## config.mk

```make
export PLATFORM = sky130hd
export DESIGN_NAME = spi_host_port
export DESIGN_NICKNAME = d
export VERILOG_FILES = /design/src/spi_port_pkg.sv /design/src/spi_host_port.sv
export SDC_FILE = /design/constraint.sdc
export NUM_CORES = 1
export LEC_CHECK = 0
export BUFFER_PORTS_ARGS = -buffer_cell sky130_fd_sc_hd__clkbuf_2
export CORE_UTILIZATION = 40
export DETAILED_ROUTE_END_ITERATION = 16
export GPL_TIMING_DRIVEN = 0
export PLACE_DENSITY = 0.68
export REMOVE_ABC_BUFFERS = 1
export SYNTH_ARGS = -nofsm -noshare
export SYNTH_HDL_FRONTEND = slang
export SYNTH_SLANG_ARGS = --single-unit
```

## constraint.sdc

```tcl
create_clock -name clk -period 4.85 [get_ports clk]
set_clock_uncertainty 0.2 [all_clocks]
set_input_delay 0 -clock clk [delete_from_list [all_inputs] [get_ports clk]]
set_output_delay 0 -clock clk [all_outputs]
set_load 0.005 [all_outputs]
```

## src/spi_port_pkg.sv

```systemverilog
// Shared constants, command codes, states and carrier structs for the serial host port.
// Assumes a single system clock; host pins are asynchronous and synchronised in the port.
`default_nettype none
package spi_port_pkg;

  localparam int unsigned FRAME_BITS    = 24;
  localparam int unsigned CNT_W         = 5;
  localparam logic [CNT_W-1:0] CNT_ADDR_END  = 5'h08;
  localparam logic [CNT_W-1:0] CNT_CMD_END   = 5'h10;
  localparam logic [CNT_W-1:0] CNT_FRAME_END = 5'h18;
  localparam logic [CNT_W-1:0] CNT_ZERO      = 5'h00;
  localparam logic [CNT_W-1:0] CNT_ONE       = 5'h01;

  // Command codes are not fixed by the port itself; defaults are arbitrary.
  localparam logic [7:0] CMD_WRITE_DEF = 8'h00;
  localparam logic [7:0] CMD_READ_DEF  = 8'h80;
  localparam logic [7:0] CMD_BURST_DEF = 8'h81;

  localparam int unsigned TAG_W  = 4;
  localparam int unsigned DATA_W = 20;
  localparam int unsigned WORD_W = 24;
  localparam int unsigned WORD_MSB = 23;

  typedef enum logic [1:0] {
    ST_ADDR  = 2'b00,
    ST_CMD   = 2'b01,
    ST_DATA  = 2'b11,
    ST_IDLE  = 2'b10
  } frame_state_e;

  typedef enum logic [1:0] {
    OP_NONE  = 2'b00,
    OP_WRITE = 2'b01,
    OP_READ  = 2'b10,
    OP_BURST = 2'b11
  } op_e;

  typedef struct packed {
    logic [7:0] addr;
    logic [7:0] data;
  } reg_write_s;

  typedef struct packed {
    logic [TAG_W-1:0]  tag;
    logic [DATA_W-1:0] value;
  } fifo_word_s;

endpackage
`default_nettype wire

```

## src/spi_host_port.sv

```systemverilog
// Device-side serial host port: interface select, SPI framing, register and FIFO access.
// Assumes the register file answers reads combinationally and the FIFO presents a word
// whenever it signals valid; all host pins are asynchronous to clk.
//
// Notes on behaviour
// - Select pin high: two-wire mode, SPI held reset.
// - Select pin low: two-wire off, SPI active.
// - Sample input on rising, change output falling, except later burst words appear on rising.
// - Single access is three bytes, 24 clocks.
// - Order: address, command, then data byte.
// - Write commits on 24th rising edge.
// - Write ignores bits after the 24th edge.
// - Early select rise aborts, no write.
// - Read fetched at 16th edge, MSB next fall.
// - Normal read: zeros after 24 clocks.
// - Burst: FIFO words every 24 clocks onward.
// - FIFO word: 4-bit tag plus 20-bit value.
`timescale 1ns/1ns
`default_nettype none
module spi_host_port
  import spi_port_pkg::*;
#(
  parameter logic [7:0] CMD_WRITE = CMD_WRITE_DEF,
  parameter logic [7:0] CMD_READ  = CMD_READ_DEF,
  parameter logic [7:0] CMD_BURST = CMD_BURST_DEF
) (
  // System
  input  wire logic       clk,
  input  wire logic       reset,
  // Host pins
  input  wire logic       interface_select_pin,
  input  wire logic       serial_clock_pin,
  input  wire logic       serial_input_shared_pin,
  output logic            serial_output_pin,
  output logic            serial_output_oe,
  // Mode
  output logic            two_wire_enable,
  // Register file
  output var reg_write_s  reg_write,
  output logic            reg_write_strobe,
  output logic [7:0]      reg_read_addr,
  output logic            reg_read_strobe,
  input  wire logic [7:0] reg_read_data,
  // FIFO read side
  input  wire fifo_word_s fifo_word,
  input  wire logic       fifo_valid,
  output logic            fifo_pop
);

  // ----------------------------------------------------------------
  // Pin synchronisers
  // ----------------------------------------------------------------
  logic [1:0] sel_sync_reg;
  logic [1:0] sck_sync_reg;
  logic [1:0] sdi_sync_reg;
  logic       sck_prev_reg;

  always_ff @(posedge clk) begin
    if (reset) begin
      sel_sync_reg <= 2'h3;
      sck_sync_reg <= 2'h0;
      sdi_sync_reg <= 2'h0;
      sck_prev_reg <= 1'b0;
    end else begin
      sel_sync_reg <= {sel_sync_reg[0], interface_select_pin};
      sck_sync_reg <= {sck_sync_reg[0], serial_clock_pin};
      sdi_sync_reg <= {sdi_sync_reg[0], serial_input_shared_pin};
      sck_prev_reg <= sck_sync_reg[1];
    end
  end

  logic sel_high;
  logic sck_rise;
  logic sck_fall;
  logic sdi_bit;
  assign sel_high = sel_sync_reg[1];
  assign sck_rise = sck_sync_reg[1] & ~sck_prev_reg;
  assign sck_fall = ~sck_sync_reg[1] & sck_prev_reg;
  assign sdi_bit  = sdi_sync_reg[1];

  assign two_wire_enable = sel_high;

  // ----------------------------------------------------------------
  // Frame counter and state
  // ----------------------------------------------------------------
  logic [CNT_W-1:0] bit_cnt_reg;
  frame_state_e     state_reg;
  op_e              op_reg;
  logic [7:0]       shift_in_reg;
  logic [7:0]       addr_reg;
  logic [7:0]       in_next;
  logic [CNT_W-1:0] cnt_next;

  assign in_next  = {shift_in_reg[6:0], sdi_bit};
  assign cnt_next = CNT_W'(bit_cnt_reg + CNT_ONE);

  logic [WORD_W-1:0] shift_out_reg;

  // A burst word boundary falls on every 24th edge after the command byte.
  logic word_end;
  assign word_end = sck_rise && (state_reg == ST_DATA) && (cnt_next == CNT_FRAME_END);

  always_ff @(posedge clk) begin
    if (reset || sel_high) begin
      bit_cnt_reg  <= CNT_ZERO;
      state_reg    <= ST_ADDR;
      op_reg       <= OP_NONE;
      shift_in_reg <= 8'h00;
      addr_reg     <= 8'h00;
    end else if (sck_rise) begin
      shift_in_reg <= in_next;
      case (state_reg)
        ST_ADDR: begin
          bit_cnt_reg <= cnt_next;
          if (cnt_next == CNT_ADDR_END) begin
            addr_reg  <= in_next;
            state_reg <= ST_CMD;
          end
        end
        ST_CMD: begin
          bit_cnt_reg <= cnt_next;
          if (cnt_next == CNT_CMD_END) begin
            state_reg <= ST_DATA;
            if (in_next == CMD_WRITE) begin
              op_reg <= OP_WRITE;
            end else if (in_next == CMD_BURST) begin
              // Burst words are a full 24 edges long, so the count restarts here.
              op_reg      <= OP_BURST;
              bit_cnt_reg <= CNT_ZERO;
            end else if (in_next == CMD_READ) begin
              op_reg <= OP_READ;
            end else begin
              op_reg <= OP_NONE;
            end
          end
        end
        ST_DATA: begin
          if (cnt_next == CNT_FRAME_END) begin
            if (op_reg == OP_BURST) begin
              bit_cnt_reg <= CNT_ZERO;
            end else begin
              bit_cnt_reg <= cnt_next;
              state_reg   <= ST_IDLE;
            end
          end else begin
            bit_cnt_reg <= cnt_next;
          end
        end
        ST_IDLE: begin
          bit_cnt_reg <= bit_cnt_reg;
        end
        default: begin
          state_reg <= ST_ADDR;
        end
      endcase
    end
  end

  // ----------------------------------------------------------------
  // Register write and read fetch
  // ----------------------------------------------------------------
  logic cmd_done;
  assign cmd_done = sck_rise && (state_reg == ST_CMD) && (cnt_next == CNT_CMD_END);

  always_ff @(posedge clk) begin
    if (reset) begin
      reg_write        <= '0;
      reg_write_strobe <= 1'b0;
    end else begin
      // A frame cut short never reaches ST_DATA's last edge, so nothing commits.
      reg_write_strobe <= 1'b0;
      if (!sel_high && word_end && op_reg == OP_WRITE) begin
        reg_write.addr   <= addr_reg;
        reg_write.data   <= in_next;
        reg_write_strobe <= 1'b1;
      end
    end
  end

  assign reg_read_addr   = addr_reg;
  assign reg_read_strobe = !sel_high && cmd_done && (in_next == CMD_READ);
  assign fifo_pop        = !sel_high && fifo_valid &&
                           ((cmd_done && in_next == CMD_BURST) ||
                            (word_end && op_reg == OP_BURST));

  // ----------------------------------------------------------------
  // Output shifter, loaded on rising edges and shifted on falling edges
  // ----------------------------------------------------------------
  logic load_pending_reg;
  logic out_active_reg;

  always_ff @(posedge clk) begin
    if (reset || sel_high) begin
      shift_out_reg    <= '0;
      load_pending_reg <= 1'b0;
      out_active_reg   <= 1'b0;
    end else if (reg_read_strobe) begin
      shift_out_reg    <= {reg_read_data, 16'h0000};
      load_pending_reg <= 1'b1;
    end else if (fifo_pop) begin
      shift_out_reg    <= fifo_valid ? fifo_word : '0;
      load_pending_reg <= 1'b1;
    end else if (sck_fall) begin
      if (load_pending_reg) begin
        load_pending_reg <= 1'b0;
        out_active_reg   <= 1'b1;
      end else begin
        shift_out_reg <= {shift_out_reg[WORD_MSB-1:0], 1'b0};
      end
    end else if (word_end && op_reg == OP_BURST && !fifo_valid) begin
      shift_out_reg    <= '0;
      load_pending_reg <= 1'b1;
    end
  end

  assign serial_output_pin = out_active_reg & shift_out_reg[WORD_MSB];
  assign serial_output_oe  = ~sel_high;

  // ----------------------------------------------------------------
  // Checks
  // ----------------------------------------------------------------
  a_select_resets: assert property (@(posedge clk) disable iff (reset)
    sel_high |=> (bit_cnt_reg == CNT_ZERO && state_reg == ST_ADDR))
    else $error("Frame logic not reset while select high.");
  a_twowire_follows: assert property (@(posedge clk) disable iff (reset)
    sel_high |-> (two_wire_enable && !serial_output_oe) ##1 !serial_output_pin)
    else $error("Two-wire mode not clean while select high.");
  a_write_on_last: assert property (@(posedge clk) disable iff (reset)
    reg_write_strobe |-> $past(state_reg) == ST_DATA && $past(op_reg) == OP_WRITE)
    else $error("Write outside the last data edge.");
  a_no_late_write: assert property (@(posedge clk) disable iff (reset)
    state_reg == ST_IDLE |=> !reg_write_strobe)
    else $error("Write after the frame end.");
  a_abort_no_write: assert property (@(posedge clk) disable iff (reset)
    sel_high |=> !reg_write_strobe)
    else $error("Write after select rose.");
  a_read_at_16: assert property (@(posedge clk) disable iff (reset)
    reg_read_strobe |-> bit_cnt_reg == CNT_CMD_END - CNT_ONE)
    else $error("Register fetch not on the 16th edge.");
  a_zeros_after: assert property (@(posedge clk) disable iff (reset)
    (state_reg == ST_IDLE && op_reg == OP_READ && sck_fall) |=> !serial_output_pin)
    else $error("Nonzero output beyond frame end.");
  a_decode_once: assert property (@(posedge clk) disable iff (reset)
    (cmd_done && !sel_high) |=> state_reg == ST_DATA)
    else $error("Command byte not decoded.");
  a_burst_wraps: assert property (@(posedge clk) disable iff (reset)
    (word_end && op_reg == OP_BURST && !sel_high) |=> bit_cnt_reg == CNT_ZERO)
    else $error("Burst counter did not wrap.");

endmodule
`default_nettype wire

```

==> flow_summary.rst, run 1 <==
.. list-table::
   :header-rows: 1

   * - Metric
     - Value
   * - Result of the run
     - completed
   * - Via Count
     - between 3000 and 4000
   * - Number of cells produced by synthesis
     - around 370
   * - Share of async-settable or async-resettable flops after synthesis
     - 0%
   * - Worst slew margin relative to its limit
     - around 44%
   * - Clk pin slew, worst setup/hold paths
     - 0.08 ns
   * - Number of buffers inserted by post-CTS setup repair
     - 0
   * - Total design power
     - 1.097 mW
   * - Count of endpoints failing setup in the final report
     - 0
   * - Areal power density over the cells
     - between 200 and 300 nW/µm²
   * - Met1 GRT Util
     - 24.32%
   * - Initial cell density of the core
     - 42.16%
   * - Warnings, synthesis
     - 0
   * - Peak supply drop
     - 0.1651 mV
   * - End of the worst register-to-register path
     - shift_out_reg[18]
   * - Number of pins with negative max-slew slack in the final report
     - 0
   * - Signal arrival time at the worst endpoint
     - 3.89 ns
   * - GRT Util Overall
     - roughly a fifth
   * - Initial antenna violation count
     - 0
   * - Fill cell total of the finished layout
     - 740
   * - Routed wire length
     - about 8000 µm
   * - Standard-cell row count
     - 32
   * - Flip-flop count of the largest register after layout
     - 24
   * - Cell area after technology mapping
     - 3308 µm²
   * - Period utilization
     - slightly below 80%
   * - Final-report hold violation count
     - 0
   * - Crit path max fanout
     - 33
   * - Critical Setup Path Class
     - flip-flop to flip-flop
   * - Termination of the worst setup path
     - shift_out_reg[18]
   * - Commonest non-fill, non-tap cells in the layout
     - sky130_fd_sc_hd__dfxtp_1, sky130_fd_sc_hd__clkbuf_2, sky130_fd_sc_hd__nand2_1
   * - Vias per cell
     - 5.324
   * - Boundary Pins
     - 68
   * - Count of buffers from port buffering
     - 67
   * - Die Y
     - approximately 93 µm
   * - CORE AREA
     - slightly below 8000 µm²
   * - Ys flop type
     - sky130_fd_sc_hd__dfxtp_1
   * - Setup TNS
     - 0 ns
   * - Internal reg-to-reg setup slack
     - 1.0 ns
   * - RSZ-0062 raised after global routing
     - no
   * - DRC violation count after routing
     - 0
   * - Total clock buffers created by CTS
     - 9
   * - Max-cap violations
     - 0
   * - Highest clock rate
     - 0.2595 GHz
   * - Pre-Repair DR Iteration Count
     - 5
   * - Type of origin of the critical path
     - flip-flop
   * - Clock insertion delay at the later pin of the skew report
     - 0.34 ns
   * - Wire length of the first global-routing pass
     - 13140 µm
   * - Crit end category
     - flip-flop
   * - TritonCTS clock tree
     - built
   * - Fraction of final layout cells with drive strength greater than 1
     - 24.46%
   * - Worst Reg-to-Reg Cells
     - 7
   * - Class of the worst hold path
     - input pin to flip-flop
   * - Root Driver
     - sky130_fd_sc_hd__clkbuf_8
   * - # clock sinks
     - 74
   * - Final Worst Setup Slack
     - 0.9959 ns
   * - Number of library cell types mapped by synthesis
     - 51
   * - Post-Place Worst Slack
     - roughly 0.92 ns
   * - Register bit count reported by yosys
     - 74
   * - EDFF count, synth
     - 0
   * - Iteration-0 DRC count of the detailed router
     - 110
   * - Startpoint of the lowest-slack register-to-register path
     - shift_in_reg[0]
   * - Met2 Track Usage GR
     - 31.25%
   * - Met3 Resource Use GR
     - approximately 4.4%
   * - Worst setup path start
     - shift_in_reg[0]
   * - Post-route ant nets
     - 0
   * - Deepest level of the CTS H-tree
     - 3
   * - DIE WIDTH
     - around 93 µm
   * - Syn-to-layout area delta
     - 26.13%
   * - Half-perimeter wire length of the detailed placement result
     - 4971 µm
   * - Global route hottest layer
     - met2
   * - Die Footprint
     - ~8600 µm²
   * - Pin count of the biggest net entering global routing
     - 34
   * - Final net count
     - 501
   * - Clock period minus worst slack
     - 3.854 ns
   * - Proportion of synthesized chip area in sequential cells
     - between 40% and 50%
   * - Global-route congestion overflow total
     - 0
   * - Count of inserted antenna diode cells
     - 0
   * - Slew of the pin with the lowest slew margin
     - a little over 0.8 ns
   * - Standby leakage power
     - 1.568 nW
   * - Critical path data required time
     - 4.88 ns
   * - Number of global-route vias before repair
     - just under 3000
   * - Avg WL per Cell
     - 13.88 µm
   * - Most frequent standard cell in the layout excluding fill and tap cells
     - sky130_fd_sc_hd__dfxtp_1
   * - Maximum number of buffers from clock root to sink
     - 2
   * - Mean Syn Cell Area
     - 8.917 µm²
   * - Final Wtd Congestion
     - 0.8638
[synthesized netlist by cell type (2+ instances only)]
library cell               count  area, µm²
sky130_fd_sc_hd__buf_4         2      15.01
sky130_fd_sc_hd__buf_6         4      45.04
sky130_fd_sc_hd__a22oi_1      23      172.7
sky130_fd_sc_hd__clkbuf_1     16      60.06
sky130_fd_sc_hd__nand3_1      15      75.07
sky130_fd_sc_hd__xor2_1        3      26.28
sky130_fd_sc_hd__dfxtp_1      74       1481
sky130_fd_sc_hd__ha_1          2      25.02
sky130_fd_sc_hd__a211oi_2     15      187.7
sky130_fd_sc_hd__nand2b_1      2      12.51
sky130_fd_sc_hd__a21oi_1      33      165.2
sky130_fd_sc_hd__and3_1        2      12.51
sky130_fd_sc_hd__nand2_1      64      240.2
sky130_fd_sc_hd__or3_1         3      18.77
sky130_fd_sc_hd__nor2_1       32      120.1
sky130_fd_sc_hd__a31oi_1       7      43.79
sky130_fd_sc_hd__nor2b_1       9      56.30
sky130_fd_sc_hd__or2_2         3      18.77
sky130_fd_sc_hd__inv_1         3      11.26
sky130_fd_sc_hd__nor4bb_1      2      20.02
sky130_fd_sc_hd__a32o_1        2      20.02
sky130_fd_sc_hd__nor4_1        2      12.51
sky130_fd_sc_hd__or4_1         4      30.03
sky130_fd_sc_hd__nor3_1        6      30.03
sky130_fd_sc_hd__nor2_2        5      31.28
sky130_fd_sc_hd__and2_1        3      18.77
sky130_fd_sc_hd__buf_2         2      10.01
sky130_fd_sc_hd__mux2i_1       8      80.08
sky130_fd_sc_hd__a21o_1        2      15.01
sky130_fd_sc_hd__o21ai_0       2      10.01
[logic make-up after synthesis]
kind of cell	count (synthesis)	synth area share [%]
XOR/XNOR	4	1.059
buffers and inverters	30	5.257
flip-flops	74	44.78
AO/OA/AOI/OAI	93	21.14
multiplexers	8	2.421
adder cells (fa/ha/maj)	2	0.7563
AND/OR/NAND/NOR	160	24.58
[worst min-delay path by stage]
stage | endpoint | from | slack, ns | depth (start not counted)
after floorplan | reg_write[0] | reset | -0.13 | 1
after global placement | sel_sync_reg[0] | interface_select_pin | -0.01 | 2
after detailed placement | sel_sync_reg[0] | interface_select_pin | -0.01 | 2
after CTS | load_pending_reg | fifo_valid | 0.05 | 7
after global routing | load_pending_reg | fifo_valid | 0.12 | 7
final | load_pending_reg | fifo_valid | 0.08 | 7
[cell type report]
class	instances	area [µm²]	share of cell area (%)
Multi-Input combinational cell	267	1657	39.70
Sequential cell	74	1481	35.50
Timing Repair Buffer	105	715.7	17.15
Clock buffer	10	127.6	3.058
Tap cell	102	127.6	3.058
Clock inverter	6	43.79	1.049
Inverter	4	20.02	0.4798
[layer usage]
metal,up-vias,routed length (µm),share of wire [%]
met2,91,3590,46
met5,-,0,0
met3,13,366,4.6
met4,0,128,1.6
li1,1485,-,-
met1,1435,3798,48
[power by group]
part / switching [mW] / internal (mW)
clock network: 0.238 / 0.187
registers: 0.00270 / 0.610
logic: 0.0275 / 0.0326
[repair_timing]
action | CTS | global route
resized for setup | 0 | 0
hold buffers | 38 | 0
hold endpoints to repair | 47 | 0
[worst max-delay path, cell delays in order (launching register included)]
cell                            delay [ns]
sky130_fd_sc_hd__dfxtp_1              0.35
sky130_fd_sc_hd__or4_1                0.57
sky130_fd_sc_hd__or4b_4               0.58
sky130_fd_sc_hd__nor4b_4              0.38
sky130_fd_sc_hd__or3_2                0.67
sky130_fd_sc_hd__o211ai_1             0.18
sky130_fd_sc_hd__a32o_1               0.25
sky130_fd_sc_hd__dlygate4sd3_1        0.57
[stage by stage]
step                      cell area, µm²  std cells  utilization [%]  hold WS, ns
after floorplan                     3154        345                -      -0.1309
after CTS                           4169        568            53.13      0.05158
after global routing                4173        568            53.17       0.1226
final                               4173        568            53.17      0.07984
after detailed placement            3617        514            46.09     -0.01016
after global placement              3617        514            46.09     -0.01242
Power figures use the tool's default switching activity.
==> run 2, diff against run 1 <==
clock period = 3.9 ns   (was 4.85 ns; I/O delays follow)
==> flow_summary.rst, run 2 (same netlist as run 1, synthesis figures left out) <==
.. list-table::
   :header-rows: 1

   * - Metric
     - Value
   * - DIE WIDTH
     - 92.94 µm (unchanged)
   * - Total clock buffers created by CTS
     - 9 (unchanged)
   * - Max-cap violations
     - 0 (unchanged)
   * - Class of the worst hold path
     - input pin to flip-flop (unchanged)
   * - Worst slew margin relative to its limit
     - 45.85% (was 44.30%)
   * - Count of buffers from port buffering
     - 67 (unchanged)
   * - Standard-cell row count
     - 32 (unchanged)
   * - Post-route design area
     - 4173 µm² (unchanged)
   * - Total design power
     - 1.367 mW (was 1.097 mW)
   * - Wire length of the first global-routing pass
     - 13130 µm (was 13140 µm)
   * - Fill cell total of the finished layout
     - 741 (was 740)
   * - Non-filler cells in the finished layout
     - 568 (unchanged)
   * - Critical path data required time
     - 3.99 ns (was 4.88 ns)
   * - Final net count
     - 501 (unchanged)
   * - Number of pins with negative max-slew slack in the final report
     - 0 (unchanged)
   * - DRC violation count after routing
     - 0 (unchanged)
   * - Count of inserted antenna diode cells
     - 0 (unchanged)
   * - Number of global-route vias before repair
     - 2914 (was 2902)
   * - Die Footprint
     - 8638 µm² (unchanged)
   * - Final Wtd Congestion
     - 0.8638 (unchanged)
   * - Clock period minus worst slack
     - 3.527 ns (was 3.854 ns)
   * - Flip-flop count of the largest register after layout
     - 24 (unchanged)
   * - Initial cell density of the core
     - 42.16% (unchanged)
   * - Most frequent standard cell in the layout excluding fill and tap cells
     - sky130_fd_sc_hd__dfxtp_1 (unchanged)
   * - Global-route congestion overflow total
     - 0 (unchanged)
   * - Via Count
     - 2993 (was 3024)
   * - Half-perimeter wire length of the detailed placement result
     - 4971 µm (unchanged)
   * - Routed wire length
     - 7892 µm (was 7883 µm)
   * - Peak supply drop
     - 0.2060 mV (was 0.1651 mV)
   * - Crit end category
     - flip-flop (unchanged)
   * - Crit path max fanout
     - 10 (was 33)
   * - Standby leakage power
     - 1.563 nW (was 1.568 nW)
   * - Pin count of the biggest net entering global routing
     - 34 (unchanged)
   * - Clk pin slew, worst setup/hold paths
     - 0.08 ns (about the same)
   * - Slew of the pin with the lowest slew margin
     - 0.8060 ns (was 0.8292 ns)
   * - Placed cell count
     - 514 (unchanged)
   * - # clock sinks
     - 74 (unchanged)
   * - Boundary Pins
     - 68 (unchanged)
   * - Type of origin of the critical path
     - flip-flop (unchanged)
   * - TritonCTS clock tree
     - built (unchanged)
   * - Period utilization
     - 90.42% (was 79.47%)
   * - Number of buffers inserted by post-CTS setup repair
     - 0 (unchanged)
   * - Vias per cell
     - 5.269 (was 5.324)
   * - Avg WL per Cell
     - 13.89 µm (was 13.88 µm)
   * - Iteration-0 DRC count of the detailed router
     - 137 (was 110)
   * - Fraction of final layout cells with drive strength greater than 1
     - 24.46% (unchanged)
   * - RSZ-0062 raised after global routing
     - no (unchanged)
   * - Result of the run
     - completed (unchanged)
   * - Root Driver
     - sky130_fd_sc_hd__clkbuf_8 (unchanged)
   * - Areal power density over the cells
     - 327.6 nW/µm² (was 263.0 nW/µm²)
   * - Maximum number of buffers from clock root to sink
     - 2 (unchanged)
   * - Initial antenna violation count
     - 0 (unchanged)
   * - CORE AREA
     - 7848 µm² (unchanged)
   * - Pre-Repair DR Iteration Count
     - 4 (was 5)
   * - Post-place instance area
     - 3617 µm² (unchanged)
   * - Deepest level of the CTS H-tree
     - 3 (unchanged)
   * - Commonest non-fill, non-tap cells in the layout
     - sky130_fd_sc_hd__dfxtp_1, sky130_fd_sc_hd__clkbuf_2, sky130_fd_sc_hd__nand2_1 (unchanged)
   * - Clock insertion delay at the later pin of the skew report
     - 0.35 ns (was 0.34 ns)
   * - GRT Util Overall
     - 19.05% (was 19.06%)
   * - Die Y
     - 92.94 µm (unchanged)
   * - Syn-to-layout area delta
     - 26.13% (unchanged)
   * - Post-route ant nets
     - 0 (unchanged)
   * - Count of endpoints failing setup in the final report
     - 0 (unchanged)
   * - Critical Setup Path Class
     - flip-flop to flip-flop (unchanged)
   * - Signal arrival time at the worst endpoint
     - 3.62 ns (was 3.89 ns)
   * - Highest clock rate
     - 0.2836 GHz (was 0.2595 GHz)
   * - Final-report hold violation count
     - 0 (unchanged)
[run 2: report_power, final]
part / switching, mW / total, mW / internal [mW] / leakage (nW)
Combinational: 0.0345 / 0.0763 / 0.0417 / 0.879
Sequential: 0.00333 / 0.762 / 0.759 / 0.597
Clock: 0.297 / 0.529 / 0.232 / 0.0862
Total: 0.335 / 1.37 / 1.03 / 1.56
[run 2: worst paths after layout]
kind	start	endpoint	slack, ns	cells after the start
worst max register to register	shift_in_reg[0]	shift_out_reg[17]	0.37	7
worst min register to register	sel_sync_reg[0]	sel_sync_reg[1]	0.22	1
worst max-delay path	shift_in_reg[0]	shift_out_reg[17]	0.37	7
worst min-delay path	fifo_valid	load_pending_reg	0.08	7
[run 2: cell type report]
| class | instances | area (µm²) | share of cell area, % |
|---|---|---|---|
| tap | 102 | 127.6 | 3.058 |
| clock buffer | 10 | 127.6 | 3.058 |
| clock inverter | 6 | 43.79 | 1.049 |
| timing repair buffer | 105 | 715.7 | 17.15 |
| inverter | 4 | 20.02 | 0.4798 |
| sequential | 74 | 1481 | 35.50 |
| multi-input combinational | 267 | 1657 | 39.70 |
[run 2: critical path, stage by stage, from the launching register on]
cell and delay [ns]:
sky130_fd_sc_hd__dfxtp_1 0.35, sky130_fd_sc_hd__or4_1 0.57, sky130_fd_sc_hd__or4b_4 0.58, sky130_fd_sc_hd__or4_1 0.78, sky130_fd_sc_hd__clkinv_4 0.19, sky130_fd_sc_hd__nand2_1 0.07, sky130_fd_sc_hd__a31oi_1 0.15, sky130_fd_sc_hd__dlygate4sd3_1 0.58
[run 2: metal layers]
metal | vias up | global-route usage (%) | routed length [µm]
li1 | 1486 | - | -
met1 | 1409 | 24.27 | 3729
met2 | 86 | 31.25 | 3599
met3 | 12 | 4.351 | 438
met4 | 0 | 7.051 | 125
met5 | - | 0 | 0
[run 2: timing repair]
action	in CTS	in global routing
resized for setup	1	0
setup endpoints to repair	1	0
hold buffers	38	0
endpoints found under the hold margin	47	0
[run 2: through the flow]
stage | hold slack, ns | TNS, ns | util [%] | worst slack (ns)
3_5_place_dp | -0.01016 | -0.02904 | 46.09 | -0.02904
4_1_cts | 0.05152 | 0 | 53.14 | 0.3806
2_1_floorplan | -0.1309 | 0 | - | 0.5401
3_3_place_gp | -0.01242 | 0 | 46.09 | 0.03527
5_1_grt | 0.1226 | 0 | 53.17 | 0.2211
6_report | 0.07564 | 0 | 53.17 | 0.3735
